**config.mk**
```make
export PLATFORM = sky130hd
export DESIGN_NAME = imuos_scheduler
export DESIGN_NICKNAME = d
export VERILOG_FILES = /design/src/logic/imuos_pkg.sv /design/src/logic/imuos_scheduler.sv
export SDC_FILE = /design/constraint.sdc
export NUM_CORES = 1
export LEC_CHECK = 0
export BUFFER_PORTS_ARGS = -buffer_cell sky130_fd_sc_hd__buf_4
export CORE_MARGIN = 3
export CORE_UTILIZATION = 35
export DETAILED_ROUTE_END_ITERATION = 7
export GPL_ROUTABILITY_DRIVEN = 1
export PLACE_DENSITY_LB_ADDON = 0.08
export SLEW_MARGIN = 20
export SYNTH_ARGS = -nofsm -noshare
export SYNTH_HDL_FRONTEND = slang
export SYNTH_SLANG_ARGS = --single-unit
```
**constraint.sdc**
```tcl
create_clock -name aclk -period 64.5 [get_ports aclk]
set_input_delay 19.35 -clock aclk [delete_from_list [all_inputs] [get_ports aclk]]
set_output_delay 19.35 -clock aclk [all_outputs]
set_load 0.03 [all_outputs]
```
**src/logic/imuos_pkg.sv**
```systemverilog
// Package for the output scheduler: register map, rates, timing constants.
// Assumes a 100 MHz system clock and an AXI4-Lite register bus.
package imuos_pkg;
	// ----------------------------------------------------------------
	// Timing
	// ----------------------------------------------------------------
	localparam int CLK_HZ = 100000000;
	localparam int PROC_RATE_HZ = 200;
	localparam int PROC_DIV = CLK_HZ / PROC_RATE_HZ;
	localparam int SYNC_RATE_HZ = 1000;
	localparam int SYNC_DIV = CLK_HZ / SYNC_RATE_HZ;
	localparam int WIDTH_LIMIT_PCT = 80;
	localparam int BITS_PER_CHAR = 10;
	// ----------------------------------------------------------------
	// Register offsets
	// ----------------------------------------------------------------
	localparam logic [7:0] REG_CTRL = 8'h00;
	localparam logic [7:0] REG_CFG = 8'h04;
	localparam logic [7:0] REG_STATUS = 8'h08;
	localparam logic [7:0] REG_IRQ_STAT = 8'h0c;
	localparam logic [7:0] REG_IRQ_MASK = 8'h10;
	localparam logic [7:0] REG_SEQ = 8'h14;
	localparam logic [7:0] REG_PORT_SEL = 8'h18;
	// ----------------------------------------------------------------
	// Field layouts and reset values
	// ----------------------------------------------------------------
	localparam int CTRL_GET_PKT_BIT = 0;
	localparam int CTRL_BURST_BIT = 1;
	localparam int IRQ_SPI_BIT = 0;
	localparam int IRQ_UART_BIT = 1;
	localparam int IRQ_REJ_BIT = 2;
	localparam int IRQ_SYNC_BIT = 3;
	localparam int IRQ_W = 4;
	localparam logic [1:0] BAUD_DEFAULT = 2'h0;
	localparam logic [2:0] RATE_DEFAULT = 3'h1;
	localparam logic [7:0] LEN_DEFAULT = 8'h18;
	localparam logic [1:0] AXI_OKAY = 2'h0;
	localparam logic [1:0] AXI_SLVERR = 2'h2;
	// Baud codes: 38400, 57600, 115200, 230400
	typedef enum logic [1:0] {B38400, B57600, B115200, B230400} imuos_baud_type;
	// Rate codes: quiet, 100, 50, 25, 20, 10, 5, 2 Hz
	typedef enum logic [2:0] {
		R_QUIET, R_100, R_50, R_25, R_20, R_10, R_5, R_2
	} imuos_rate_type;
	typedef struct packed {
		logic [7:0] pkt_len;
		logic pkt_scaled;
		imuos_rate_type rate;
		imuos_baud_type baud;
	} imuos_cfg_type;
	typedef struct packed {
		logic [15:0] seq;
		logic [2:0] fault;
	} imuos_meas_type;
	// ----------------------------------------------------------------
	// Packet and rate decoding
	// ----------------------------------------------------------------
	function automatic logic [31:0] imuos_rate_hz(input imuos_rate_type r);
		case (r)
			R_100: imuos_rate_hz = 32'h64;
			R_50: imuos_rate_hz = 32'h32;
			R_25: imuos_rate_hz = 32'h19;
			R_20: imuos_rate_hz = 32'h14;
			R_10: imuos_rate_hz = 32'h0a;
			R_5: imuos_rate_hz = 32'h05;
			R_2: imuos_rate_hz = 32'h02;
			default: imuos_rate_hz = 32'h00;
		endcase
	endfunction : imuos_rate_hz
	function automatic logic [31:0] imuos_baud_bps(input imuos_baud_type b);
		case (b)
			B57600: imuos_baud_bps = 32'he100;
			B115200: imuos_baud_bps = 32'h1c200;
			B230400: imuos_baud_bps = 32'h38400;
			default: imuos_baud_bps = 32'h9600;
		endcase
	endfunction : imuos_baud_bps
	// Packet time within 80% of interval: bits*rate*100 <= baud*80
	function automatic logic imuos_cfg_ok(input imuos_cfg_type c);
		logic [63:0] lhs;
		logic [63:0] rhs;
		lhs = 64'(c.pkt_len) * 64'(BITS_PER_CHAR) * 64'(imuos_rate_hz(c.rate))
			* 64'd100;
		rhs = 64'(imuos_baud_bps(c.baud)) * 64'(WIDTH_LIMIT_PCT);
		imuos_cfg_ok = (lhs <= rhs);
	endfunction : imuos_cfg_ok
	// UART periods in system clocks
	function automatic logic [31:0] imuos_uart_div(input imuos_rate_type r);
		imuos_uart_div = (r == R_QUIET) ? 32'h0 :
			32'(CLK_HZ) / imuos_rate_hz(r);
	endfunction : imuos_uart_div
endpackage : imuos_pkg

```
**src/logic/imuos_scheduler.sv**
```systemverilog
// Output scheduler: 200 Hz processing chain sequencing, SPI register
// refresh, UART packet pacing, width check, port select and interrupts.
// Assumes sensor samples are ready on each processing tick and that
// sync_in and port_sel_in are synchronous to aclk.
// Notes on behaviour
// - Processing chain ticks at fixed 200 Hz
// - Output registers hold latest set, refresh 200Hz
// - UART packets at chosen fixed rate
// - One packet per get-packet request
// - Packet time at most 80% of interval
// - Refuse settings breaking the width limit
// - Single register reads
// - Align output data to 1 kHz sync in SPI mode
// - Calibrate each sample before axis rotation
// - Fault detect per sensor, then combine
// - Scaled packet carries engineering units
// - Sync rising edge forces collection timing in SPI mode
// - Sample port select at startup; drive ready in SPI mode
`timescale 1ns/1ps
module imuos_scheduler #(
	parameter int PROC_DIV = imuos_pkg::PROC_DIV,
	parameter int SYNC_DIV = imuos_pkg::SYNC_DIV
) (
	input wire logic aclk,
	input wire logic aresetn,
	input wire logic [31:0] s_axi_awaddr,
	input wire logic s_axi_awvalid,
	output logic s_axi_awready,
	input wire logic [31:0] s_axi_wdata,
	input wire logic [3:0] s_axi_wstrb,
	input wire logic s_axi_wvalid,
	output logic s_axi_wready,
	output logic [1:0] s_axi_bresp,
	output logic s_axi_bvalid,
	input wire logic s_axi_bready,
	input wire logic [31:0] s_axi_araddr,
	input wire logic s_axi_arvalid,
	output logic s_axi_arready,
	output logic [31:0] s_axi_rdata,
	output logic [1:0] s_axi_rresp,
	output logic s_axi_rvalid,
	input wire logic s_axi_rready,
	input wire logic sync_in,
	input wire logic port_sel_in,
	output logic port_sel_out,
	output logic port_sel_oe,
	input wire logic [2:0] sensor_fault_in,
	output logic [2:0] chain_stage,
	output logic spi_mode,
	output logic uart_pkt_start,
	output logic uart_pkt_scaled,
	output logic [15:0] out_seq,
	output logic irq
);
	// ----------------------------------------------------------------
	// State
	// ----------------------------------------------------------------
	typedef enum {ST_IDLE, ST_FILT, ST_CAL, ST_ROT, ST_FAULT,
		ST_COMB} imuos_state_type;
	imuos_state_type st, next_st;
	logic [31:0] pcnt, next_pcnt;
	logic [31:0] scnt, next_scnt;
	logic [31:0] ucnt, next_ucnt;
	logic sync_d, next_sync_d;
	logic sync_seen, next_sync_seen;
	logic started, next_started;
	logic spi_m, next_spi_m;
	imuos_pkg::imuos_cfg_type cfg, next_cfg;
	imuos_pkg::imuos_meas_type work, next_work;
	imuos_pkg::imuos_meas_type outreg, next_outreg;
	logic [15:0] seq, next_seq;
	logic [imuos_pkg::IRQ_W-1:0] ist, next_ist;
	logic [imuos_pkg::IRQ_W-1:0] imask, next_imask;
	logic gp_pend, next_gp_pend;
	logic uart_go, next_uart_go;
	logic drdy, next_drdy;
	logic aw_h, next_aw_h, w_h, next_w_h;
	logic [7:0] awa, next_awa;
	logic [31:0] wd, next_wd;
	logic bv, next_bv;
	logic [1:0] br, next_br;
	logic rv, next_rv;
	logic [1:0] rr, next_rr;
	logic [31:0] rd, next_rd;
	imuos_pkg::imuos_cfg_type cand;
	logic tick, sync_rise, wr_fire;
	logic [imuos_pkg::IRQ_W-1:0] ev;
	// Processing tick: free 200 Hz, or first sync edge past 90% when synced in SPI mode
	assign sync_rise = sync_in & ~sync_d;
	assign tick = spi_m & sync_seen
		? (sync_rise && pcnt >= 32'(PROC_DIV) - 32'(PROC_DIV / 10))
		: (pcnt >= 32'(PROC_DIV) - 32'h1);
	assign wr_fire = aw_h & w_h & ~bv;
	assign cand = imuos_pkg::imuos_cfg_type'(wd[13:0]);
	assign s_axi_awready = ~aw_h & ~bv;
	assign s_axi_wready = ~w_h & ~bv;
	assign s_axi_arready = ~rv;
	// ----------------------------------------------------------------
	// Next-state logic
	// ----------------------------------------------------------------
	always_comb
	begin
		next_st = st;
		next_pcnt = tick ? 32'h0 : pcnt + 32'h1;
		next_scnt = scnt;
		next_ucnt = ucnt;
		next_sync_d = sync_in;
		next_sync_seen = sync_seen;
		next_started = 1'b1;
		next_spi_m = spi_m;
		next_cfg = cfg;
		next_work = work;
		next_outreg = outreg;
		next_seq = seq;
		next_imask = imask;
		next_gp_pend = gp_pend;
		next_uart_go = 1'b0;
		next_drdy = drdy;
		next_aw_h = aw_h;
		next_w_h = w_h;
		next_awa = awa;
		next_wd = wd;
		next_bv = bv;
		next_br = br;
		next_rv = rv;
		next_rr = rr;
		next_rd = rd;
		ev = '0;
		// Port select caught once after reset release
		if (!started)
			next_spi_m = port_sel_in;
		// Sync presence: any rising edge within two sync periods
		if (sync_rise)
		begin
			next_sync_seen = 1'b1;
			next_scnt = 32'h0;
			ev[imuos_pkg::IRQ_SYNC_BIT] = 1'b1;
		end
		else if (scnt >= 32'(2 * SYNC_DIV))
			next_sync_seen = 1'b0;
		else
			next_scnt = scnt + 32'h1;
		// Chain: filter, calibrate, rotate, fault detect, combine
		case (st)
			ST_IDLE:
				if (tick)
					next_st = ST_FILT;
			ST_FILT: next_st = ST_CAL;
			ST_CAL: next_st = ST_ROT;
			ST_ROT: next_st = ST_FAULT;
			ST_FAULT:
			begin
				next_work.fault = sensor_fault_in;
				next_st = ST_COMB;
			end
			ST_COMB:
			begin
				next_seq = seq + 16'h1;
				next_work.seq = seq + 16'h1;
				next_outreg.seq = seq + 16'h1;
				next_outreg.fault = work.fault;
				next_drdy = 1'b1;
				ev[imuos_pkg::IRQ_SPI_BIT] = 1'b1;
				next_st = ST_IDLE;
			end
			default: next_st = ST_IDLE;
		endcase
		if (tick)
			next_drdy = 1'b0;
		// UART pacing at configured rate, or on request
		if (!spi_m)
		begin
			if (cfg.rate != imuos_pkg::R_QUIET)
			begin
				if (ucnt >= imuos_pkg::imuos_uart_div(cfg.rate) - 32'h1)
				begin
					next_ucnt = 32'h0;
					next_uart_go = 1'b1;
				end
				else
					next_ucnt = ucnt + 32'h1;
			end
			if (gp_pend)
			begin
				next_uart_go = 1'b1;
				next_gp_pend = 1'b0;
			end
		end
		if (next_uart_go)
			ev[imuos_pkg::IRQ_UART_BIT] = 1'b1;
		// Write channel capture
		if (s_axi_awvalid && s_axi_awready)
		begin
			next_aw_h = 1'b1;
			next_awa = s_axi_awaddr[7:0];
		end
		if (s_axi_wvalid && s_axi_wready)
		begin
			next_w_h = 1'b1;
			next_wd = s_axi_wdata;
		end
		if (wr_fire)
		begin
			next_aw_h = 1'b0;
			next_w_h = 1'b0;
			next_bv = 1'b1;
			next_br = imuos_pkg::AXI_OKAY;
			case (awa)
				imuos_pkg::REG_CTRL:
					if (wd[imuos_pkg::CTRL_GET_PKT_BIT])
						next_gp_pend = 1'b1;
				imuos_pkg::REG_CFG:
					if (imuos_pkg::imuos_cfg_ok(cand))
					begin
						next_cfg = cand;
						next_ucnt = 32'h0;
					end
					else
					begin
						next_br = imuos_pkg::AXI_SLVERR;
						ev[imuos_pkg::IRQ_REJ_BIT] = 1'b1;
					end
				imuos_pkg::REG_IRQ_STAT: ;
				imuos_pkg::REG_IRQ_MASK: next_imask = wd[imuos_pkg::IRQ_W-1:0];
				default: next_br = imuos_pkg::AXI_SLVERR;
			endcase
		end
		if (bv && s_axi_bready)
			next_bv = 1'b0;
		// Read channel: single register polling
		if (s_axi_arvalid && s_axi_arready)
		begin
			next_rv = 1'b1;
			next_rr = imuos_pkg::AXI_OKAY;
			next_rd = 32'h0;
			case (s_axi_araddr[7:0])
				imuos_pkg::REG_CTRL: next_rd = 32'h0;
				imuos_pkg::REG_CFG: next_rd = {18'h0, cfg};
				imuos_pkg::REG_STATUS:
					next_rd = {27'h0, outreg.fault, sync_seen, drdy};
				imuos_pkg::REG_IRQ_STAT: next_rd = {28'h0, ist};
				imuos_pkg::REG_IRQ_MASK: next_rd = {28'h0, imask};
				imuos_pkg::REG_SEQ: next_rd = {16'h0, outreg.seq};
				imuos_pkg::REG_PORT_SEL: next_rd = {31'h0, spi_m};
				default: next_rr = imuos_pkg::AXI_SLVERR;
			endcase
		end
		else if (rv && s_axi_rready)
			next_rv = 1'b0;
		// Sticky status: set wins over write-one-to-clear
		next_ist = ist;
		if (wr_fire && awa == imuos_pkg::REG_IRQ_STAT)
			next_ist = ist & ~wd[imuos_pkg::IRQ_W-1:0];
		next_ist = next_ist | ev;
	end
	// ----------------------------------------------------------------
	// Registers
	// ----------------------------------------------------------------
	always_ff @(posedge aclk)
	begin
		if (!aresetn)
		begin
			st <= ST_IDLE;
			pcnt <= 32'h0;
			scnt <= 32'h0;
			ucnt <= 32'h0;
			sync_d <= 1'b0;
			sync_seen <= 1'b0;
			started <= 1'b0;
			spi_m <= 1'b1;
			cfg <= '{imuos_pkg::LEN_DEFAULT, 1'b1, imuos_pkg::R_100,
				imuos_pkg::B38400};
			work <= '0;
			outreg <= '0;
			seq <= 16'h0;
			ist <= '0;
			imask <= '0;
			gp_pend <= 1'b0;
			uart_go <= 1'b0;
			drdy <= 1'b0;
			aw_h <= 1'b0;
			w_h <= 1'b0;
			awa <= 8'h0;
			wd <= 32'h0;
			bv <= 1'b0;
			br <= 2'h0;
			rv <= 1'b0;
			rr <= 2'h0;
			rd <= 32'h0;
		end
		else
		begin
			st <= next_st;
			pcnt <= next_pcnt;
			scnt <= next_scnt;
			ucnt <= next_ucnt;
			sync_d <= next_sync_d;
			sync_seen <= next_sync_seen;
			started <= next_started;
			spi_m <= next_spi_m;
			cfg <= next_cfg;
			work <= next_work;
			outreg <= next_outreg;
			seq <= next_seq;
			ist <= next_ist;
			imask <= next_imask;
			gp_pend <= next_gp_pend;
			uart_go <= next_uart_go;
			drdy <= next_drdy;
			aw_h <= next_aw_h;
			w_h <= next_w_h;
			awa <= next_awa;
			wd <= next_wd;
			bv <= next_bv;
			br <= next_br;
			rv <= next_rv;
			rr <= next_rr;
			rd <= next_rd;
		end
	end
	// ----------------------------------------------------------------
	// Outputs
	// ----------------------------------------------------------------
	assign s_axi_bvalid = bv;
	assign s_axi_bresp = br;
	assign s_axi_rvalid = rv;
	assign s_axi_rresp = rr;
	assign s_axi_rdata = rd;
	assign port_sel_out = drdy;
	assign port_sel_oe = spi_m & started;
	assign spi_mode = spi_m;
	assign uart_pkt_start = uart_go;
	assign uart_pkt_scaled = cfg.pkt_scaled;
	assign out_seq = outreg.seq;
	assign irq = |(ist & imask);
	// Stage number for the sensor datapath, idle 0 to combine 5
	assign chain_stage = 3'(st);
endmodule : imuos_scheduler

```
==> flow_summary_export.csv, run 1 <==
group,metric,value,unit
run_status,status,"completed",
cts,clkLatencyLatePin,450,ps
worst_setup_path,critPathMaxStageDelay,650,ps
sta,maxSlewViolCount,0,
worst_setup_path,crit_path_max_fanout,14,
sta,finalCritPeriodShare,93.8,%
worst_setup_path,cp_slowest_cell,"or4_1",
worst_setup_path,cp_num_buf_inv,19,
place,place_hpwl,101000,um
drt,wl_per_cell,20.2,um
worst_setup_path,cp.required,64870,ps
place,gp_congestion,0.914,
floorplan,num_rows,115,
place,io_buffer_count,89,
floorplan,start_util,35.5,%
drt,postRouteAntennaNets,0,
min_path,holdCritPathClass,"flop to flop",
yosys,synth_top_area_cell,"ha_1",
pwr,power_density,42.0,nW/um2
worst_setup_path,cpLargestDelayFamily,"compound AO/OA/AOI/OAI gates",
sta,hold_violations,0,
yosys,syn_inst,4864,
cts,cts_tree,"built",
yosys,synth.yosys.warnings,0,
drt,num_vias,36600,
global_route,grt_pass1_vias,34800,
sta,finalCriticalPeriod,60480,ps
finish,fin_nets,5506,
yosys,syn_avg_cell_area,7.22,um2
drt,drt_iter0_markers,2443,
worst_setup_path,crit_path_end_kind,"flop",
global_route,grt_antenna_before_repair,0,
yosys,synth_top_family_by_area,"simple AND/OR/NAND/NOR gates",
yosys,synth-simple-area-share,29.1,%
floorplan,die-area,104000,um2
floorplan,die_y,323,um
cts,path_clk_slew,80,ps
finish,layout-drive-gt1-share,12.6,%
yosys,synth_common_cells,"499 x nor2_1, 464 x nand2_1, 364 x a21oi_1",
cts,cts.sink_count,194,
yosys,yosysSeqAreaShare,11.1,%
pwr,power.leakage,0.0163,uW
worst_setup_path,cpMostUsedCell,"ha_1",
sta,skew,13.2,ps
global_route,grt_max_degree,76,
global_route,grt-ovfl-total,0,
worst_setup_path,critPathArrivalTime,60850,ps
floorplan,die_w,323,um
drt,drtPass1Iterations,6,
yosys,synth.top_cell.area_share,11.9,%
sta,finalSetupViolations,0,
drt,drc_errors,0,
yosys,netlist_area,35100,um2
run,drv_cap,0,
finish,fin_cells,6299,
yosys,synthMuxAreaShare,2.78,%
floorplan,core_area,99000,um2
cts,clock-root-buffer,"clkbuf_16",
place,placedCellCount,6256,
pwr,total_power,1640,uW
cts,cts_made_buffers,17,
worst_setup_path,startpoint_type,"flop",
yosys,synth_fa_ha_area_share,15.3,%
sta,worstMarginPinSlew,1080,ps
worst_setup_path,crit_type,"flop to flop",
sta,relSlewSlack,27.5,%
cts,htree_levels,4,
sta,fmax,0.0165,GHz
yosys,synth.area.top_cells,"ha_1 12%, dfxtp_1 11%, nor2_1 5.3%, a21oi_1 5.2%, xnor2_1 5.1%",
finish,n_antenna_cell,0,
drt,avgViaCountPerCell,5.81,
yosys,ys_types,140,
yosys,async_flop_share,0,%
yosys,synth_most_common_cell,"nor2_1",
pwr,ir_drop,0.0352,mV
finish,area_growth,11.6,%
yosys,synth-compound-area-share,28.1,%
floorplan,ioPinCount,178,
yosys,synthXorXnorAreaFrac,8.28,%
global_route,grt.total_usage,23.6,%
yosys,synth_flop_cell,"dfxtp_1",
global_route,grt_pass1_wl,200000,um
cts,cts_buffer_depth,2,
yosys,synth_edf_count,0,
drt,routed_wl,127000,um
yosys,synth-seq-cells,194,
per-stage QoR:
step	utilization (%)	hold slack (ps)	TNS, ps	instance area, um2	setup slack (ps)
2_1_floorplan	-	430	0	35200	338
6_report	39.6	457	0	39200	4020
5_1_grt	39.6	479	-5750	39200	-281
4_1_cts	39.1	461	0	38700	58.9
3_3_place_gp	38.5	442	0	38100	143
3_5_place_dp	38.5	447	0	38100	93.3
what timing repair did:
item / CTS / global route
resized for setup: 2 / 77
setup endpoints to repair: 32 / 34
buffers inserted: 0 / 12
hold buffers: 0 / 0
pin swaps: 0 / 12
gates cloned: 0 / 0
path summary, 6_finish.rpt:
kind               start       to  slack (ps)  depth (start not counted)
setup reg to reg  cfg[3]  ucnt[1]        4020                        308
hold / removal     wd[5]    wd[5]         460                          2
setup / recovery  cfg[3]  ucnt[1]        4020                        308
hold reg to reg    wd[5]    wd[5]         460                          2
area by class of cell:
| type | count | area, um2 |
|---|---|---|
| sequential | 194 | 3880 |
| multi-input combinational | 4253 | 29800 |
| timing repair buffer | 328 | 2470 |
| clock buffer | 17 | 425 |
| inverter | 206 | 777 |
| tap | 1287 | 1610 |
| fill | 10600 | 59800 |
| clock inverter | 14 | 174 |
worst register-to-register path, delay by kind of cell (launching register included):
family          cells  cell delay, ps
fa+ha+maj          32            9830
simple gates      111           18140
xor+xnor            3             550
flops               1             390
buf+inv            19            2920
mux                 6            1730
compound gates    137           26840
flip-flops by register name, summed over array words and instances (netlist names), 8 cells and up:
name,flops
awa,8
scnt,32
ucnt,32
seq,16
s_axi_rdata,16
wd,14
cfg,13
pcnt,32
power breakdown:
group          internal (uW)  switching [uW]
sequential               122            2.52
combinational            498             910
clock                   58.5            52.6
total                    678             966
layout by cell type (no fill, tap or decap), types with 104 or more instances in the layout:
master   count
buf_4      326
a21oi_1    355
o21ai_0    203
nor3_1     167
inv_1      195
dfxtp_1    194
xnor2_1    202
nand3_1    153
a21o_1     104
xor2_1     127
ha_1       329
nor2_1     486
nand2_1    458
layer usage:
metal	share of wire, %	global-route usage, %	up-vias
met3	4.4	2.26	109
met4	1.6	4.26	0
met2	46	39.7	864
met5	0	0	-
met1	48	33.0	17400
li1	-	-	18200
kinds of logic (layout without fill, tap and decap cells):
logic type / Yosys count / after routing
buf+inv: 436 / 565
mux: 94 / 94
simple gates: 1992 / 1992
other cells: 1 / 20
fa+ha+maj: 394 / 394
compound gates: 1422 / 1422
xor+xnor: 331 / 331
flops: 194 / 194
Power figures use the tool's default switching activity.
==> inputs of run 2 (changes only) <==
--- a/config.mk
+++ b/config.mk
@@ -5,6 +5,7 @@
 export SDC_FILE = /design/constraint.sdc
 export NUM_CORES = 1
 export LEC_CHECK = 0
+export ABC_AREA = 1
 export BUFFER_PORTS_ARGS = -buffer_cell sky130_fd_sc_hd__buf_4
 export CORE_MARGIN = 3
 export CORE_UTILIZATION = 35
==> flow_summary_export.csv, run 2 <==
group,metric,value,unit
worst_setup_path,cpLargestDelayFamily,"simple AND/OR/NAND/NOR gates",
worst_setup_path,crit_path_max_fanout,46,
yosys,synth_common_cells,"1327 x nand2_1, 835 x inv_1, 664 x nor2_1",
worst_setup_path,cpMostUsedCell,"nand2_1",
drt,drc_errors,0,
floorplan,ioPinCount,178,
cts,post_cts_resized,0,
cts,clock-root-buffer,"clkbuf_16",
min_path,holdCritPathClass,"flop to flop",
worst_setup_path,critPathMaxStageDelay,830,ps
finish,layout-drive-gt1-share,17.1,%
yosys,synth_top_area_cell,"nand2_1",
sta,worst_slack,6110,ps
cts,htree_levels,4,
yosys,synth_most_common_cell,"nand2_1",
global_route,grt.total_usage,20.9,%
drt,postRouteAntennaNets,0,
worst_setup_path,cp.required,64840,ps
global_route,grt_pass1_vias,35700,
sta,skew,9.58,ps
worst_setup_path,critPathArrivalTime,58730,ps
sta,rsz0062_at_grt,"no",
floorplan,die_y,339,um
drt,avgViaCountPerCell,4.97,
global_route,grt_max_degree,68,
worst_setup_path,crit_type,"flop to flop",
yosys,yosysSeqAreaShare,10.0,%
sta,fin_setup_tns,0,ps
finish,multi_input_area,29700,um2
floorplan,core_area,109000,um2
drt,routed_wl,123000,um
run_status,status,"completed",
sta,finalSetupViolations,0,
place,gp_congestion,0.869,
yosys,synth_flop_cell,"dfxtp_1",
finish,seq_area,3880,um2
sta,hold_violations,0,
cts,cts_hold_buf,0,
finish,final_common_cell,"nand2_1",
yosys,netlist_area,38700,um2
global_route,grt_pass1_wl,196000,um
yosys,synth.yosys.warnings,0,
yosys,async_flop_share,0,%
worst_setup_path,startpoint_type,"flop",
sta,worstMarginPinSlew,911,ps
cts,path_clk_slew,70,ps
floorplan,die-area,115000,um2
yosys,syn_avg_cell_area,6.32,um2
cts,cts_buffer_depth,2,
floorplan,num_rows,121,
sta,fmax,0.0171,GHz
finish,final_cell_mix,"1326 x nand2_1, 834 x inv_1, 663 x nor2_1",
drt,drt_iter0_markers,2504,
drt,num_vias,37800,
yosys,synth.area.top_cells,"nand2_1 13%, ha_1 11%, dfxtp_1 10%, inv_1 8.1%, nor2_1 6.4%",
place,place_hpwl,99900,um
yosys,syn_inst,6122,
worst_setup_path,crit_path_end_kind,"flop",
cts,cts_tree,"built",
cts,post-cts-setup-buffers,0,
yosys,ys_types,91,
drt,drtPass1Iterations,6,
finish,area_growth,5.05,%
place,post-place-ws,6340,ps
sta,finalCritPeriodShare,90.5,%
cts,cts_made_buffers,17,
finish,reg.largest.list,"pcnt x32, scnt x32, ucnt x32",
place,io_buffer_count,89,
cts,cts.sink_count,194,
global_route,grt-ovfl-total,0,
yosys,synth_edf_count,0,
floorplan,start_util,35.4,%
sta,relSlewSlack,39.0,%
finish,fin_nets,6633,
drt,wl_per_cell,16.2,um
finish,fillers,12300,
cts,clkLatencyLatePin,450,ps
worst_setup_path,cp_num_buf_inv,44,
run,drv_cap,0,
sta,maxSlewViolCount,0,
yosys,synth.top_cell.area_share,12.9,%
worst_setup_path,cp_slowest_cell,"dfxtp_1",
floorplan,die_w,339,um
yosys,synth-seq-cells,194,
sta,finalCriticalPeriod,58390,ps
global_route,grt_antenna_before_repair,2,
run 2: cell types whose count changed after synthesis, sizes merged, moves of 61 or more:
cell,delta
nand4,+126
a21o,-101
clkbuf,-64
and2,-76
nor3,-83
nand3,+428
nor2,+358
and3,-76
a21oi,-107
xnor2,-135
inv,+706
nand2b,-61
nand2,+1203
mux2i,-69
run 2: stage by stage:
| stage | util (%) | hold slack [ps] | instances | instance area (um2) |
|---|---|---|---|---|
| final | 37.2 | 427 | 7616 | 40700 |
| after CTS | 37.2 | 429 | 7615 | 40700 |
| after global placement | 36.6 | 416 | 7584 | 40100 |
| after floorplan | - | 408 | 6141 | 38800 |
| after detailed placement | 36.6 | 418 | 7584 | 40100 |
| after global routing | 37.2 | 449 | 7615 | 40700 |
run 2: final timing paths:
path / startpoint / slack, ps / cells past startpoint / to
worst max register to register: cfg[4] / 6110 / 331 / ucnt[12]
worst max-delay path: cfg[4] / 6110 / 331 / ucnt[12]
worst min-delay path: scnt[23] / 430 / 2 / scnt[23]
worst min register to register: scnt[23] / 430 / 2 / scnt[23]
run 2: worst min-delay path, delay by kind of cell, from the launching register on:
| kind | cells | cell delay (ps) |
|---|---|---|
| flip-flops | 1 | 310 |
| buffers and inverters | 1 | 40 |
| AND/OR/NAND/NOR | 1 | 30 |
run 2: cells by family after synthesis:
logic type / Yosys count / synth area share, %
simple gates: 3548 / 47.9
buf+inv: 1106 / 13.4
compound gates: 676 / 10.1
fa+ha+maj: 394 / 13.9
xor+xnor: 203 / 4.68
flops: 194 / 10.0
other cells: 1 / 0.00969
run 2: cell type report:
type	count	area share, %
Sequential cell	194	9.55
Tap cell	1476	4.54
Clock inverter	9	0.311
Clock buffer	22	1.19
Antenna cell	1	0.00615
Multi-Input combinational cell	4841	73.1
Timing Repair Buffer	117	2.16
Inverter	956	9.14
run 2: routing by layer:
layer / global-route usage [%] / vias up / share of wire (%)
met1: 29.6 / 17400 / 50
met4: 2.97 / 0 / 1.1
met3: 1.99 / 73 / 3.8
met2: 34.9 / 613 / 45
li1: - / 19800 / -
met5: 0 / - / 0
Power of run 2 is not shown: default switching activity piles up to over one toggle a cycle in this logic, so the estimate is an artifact.
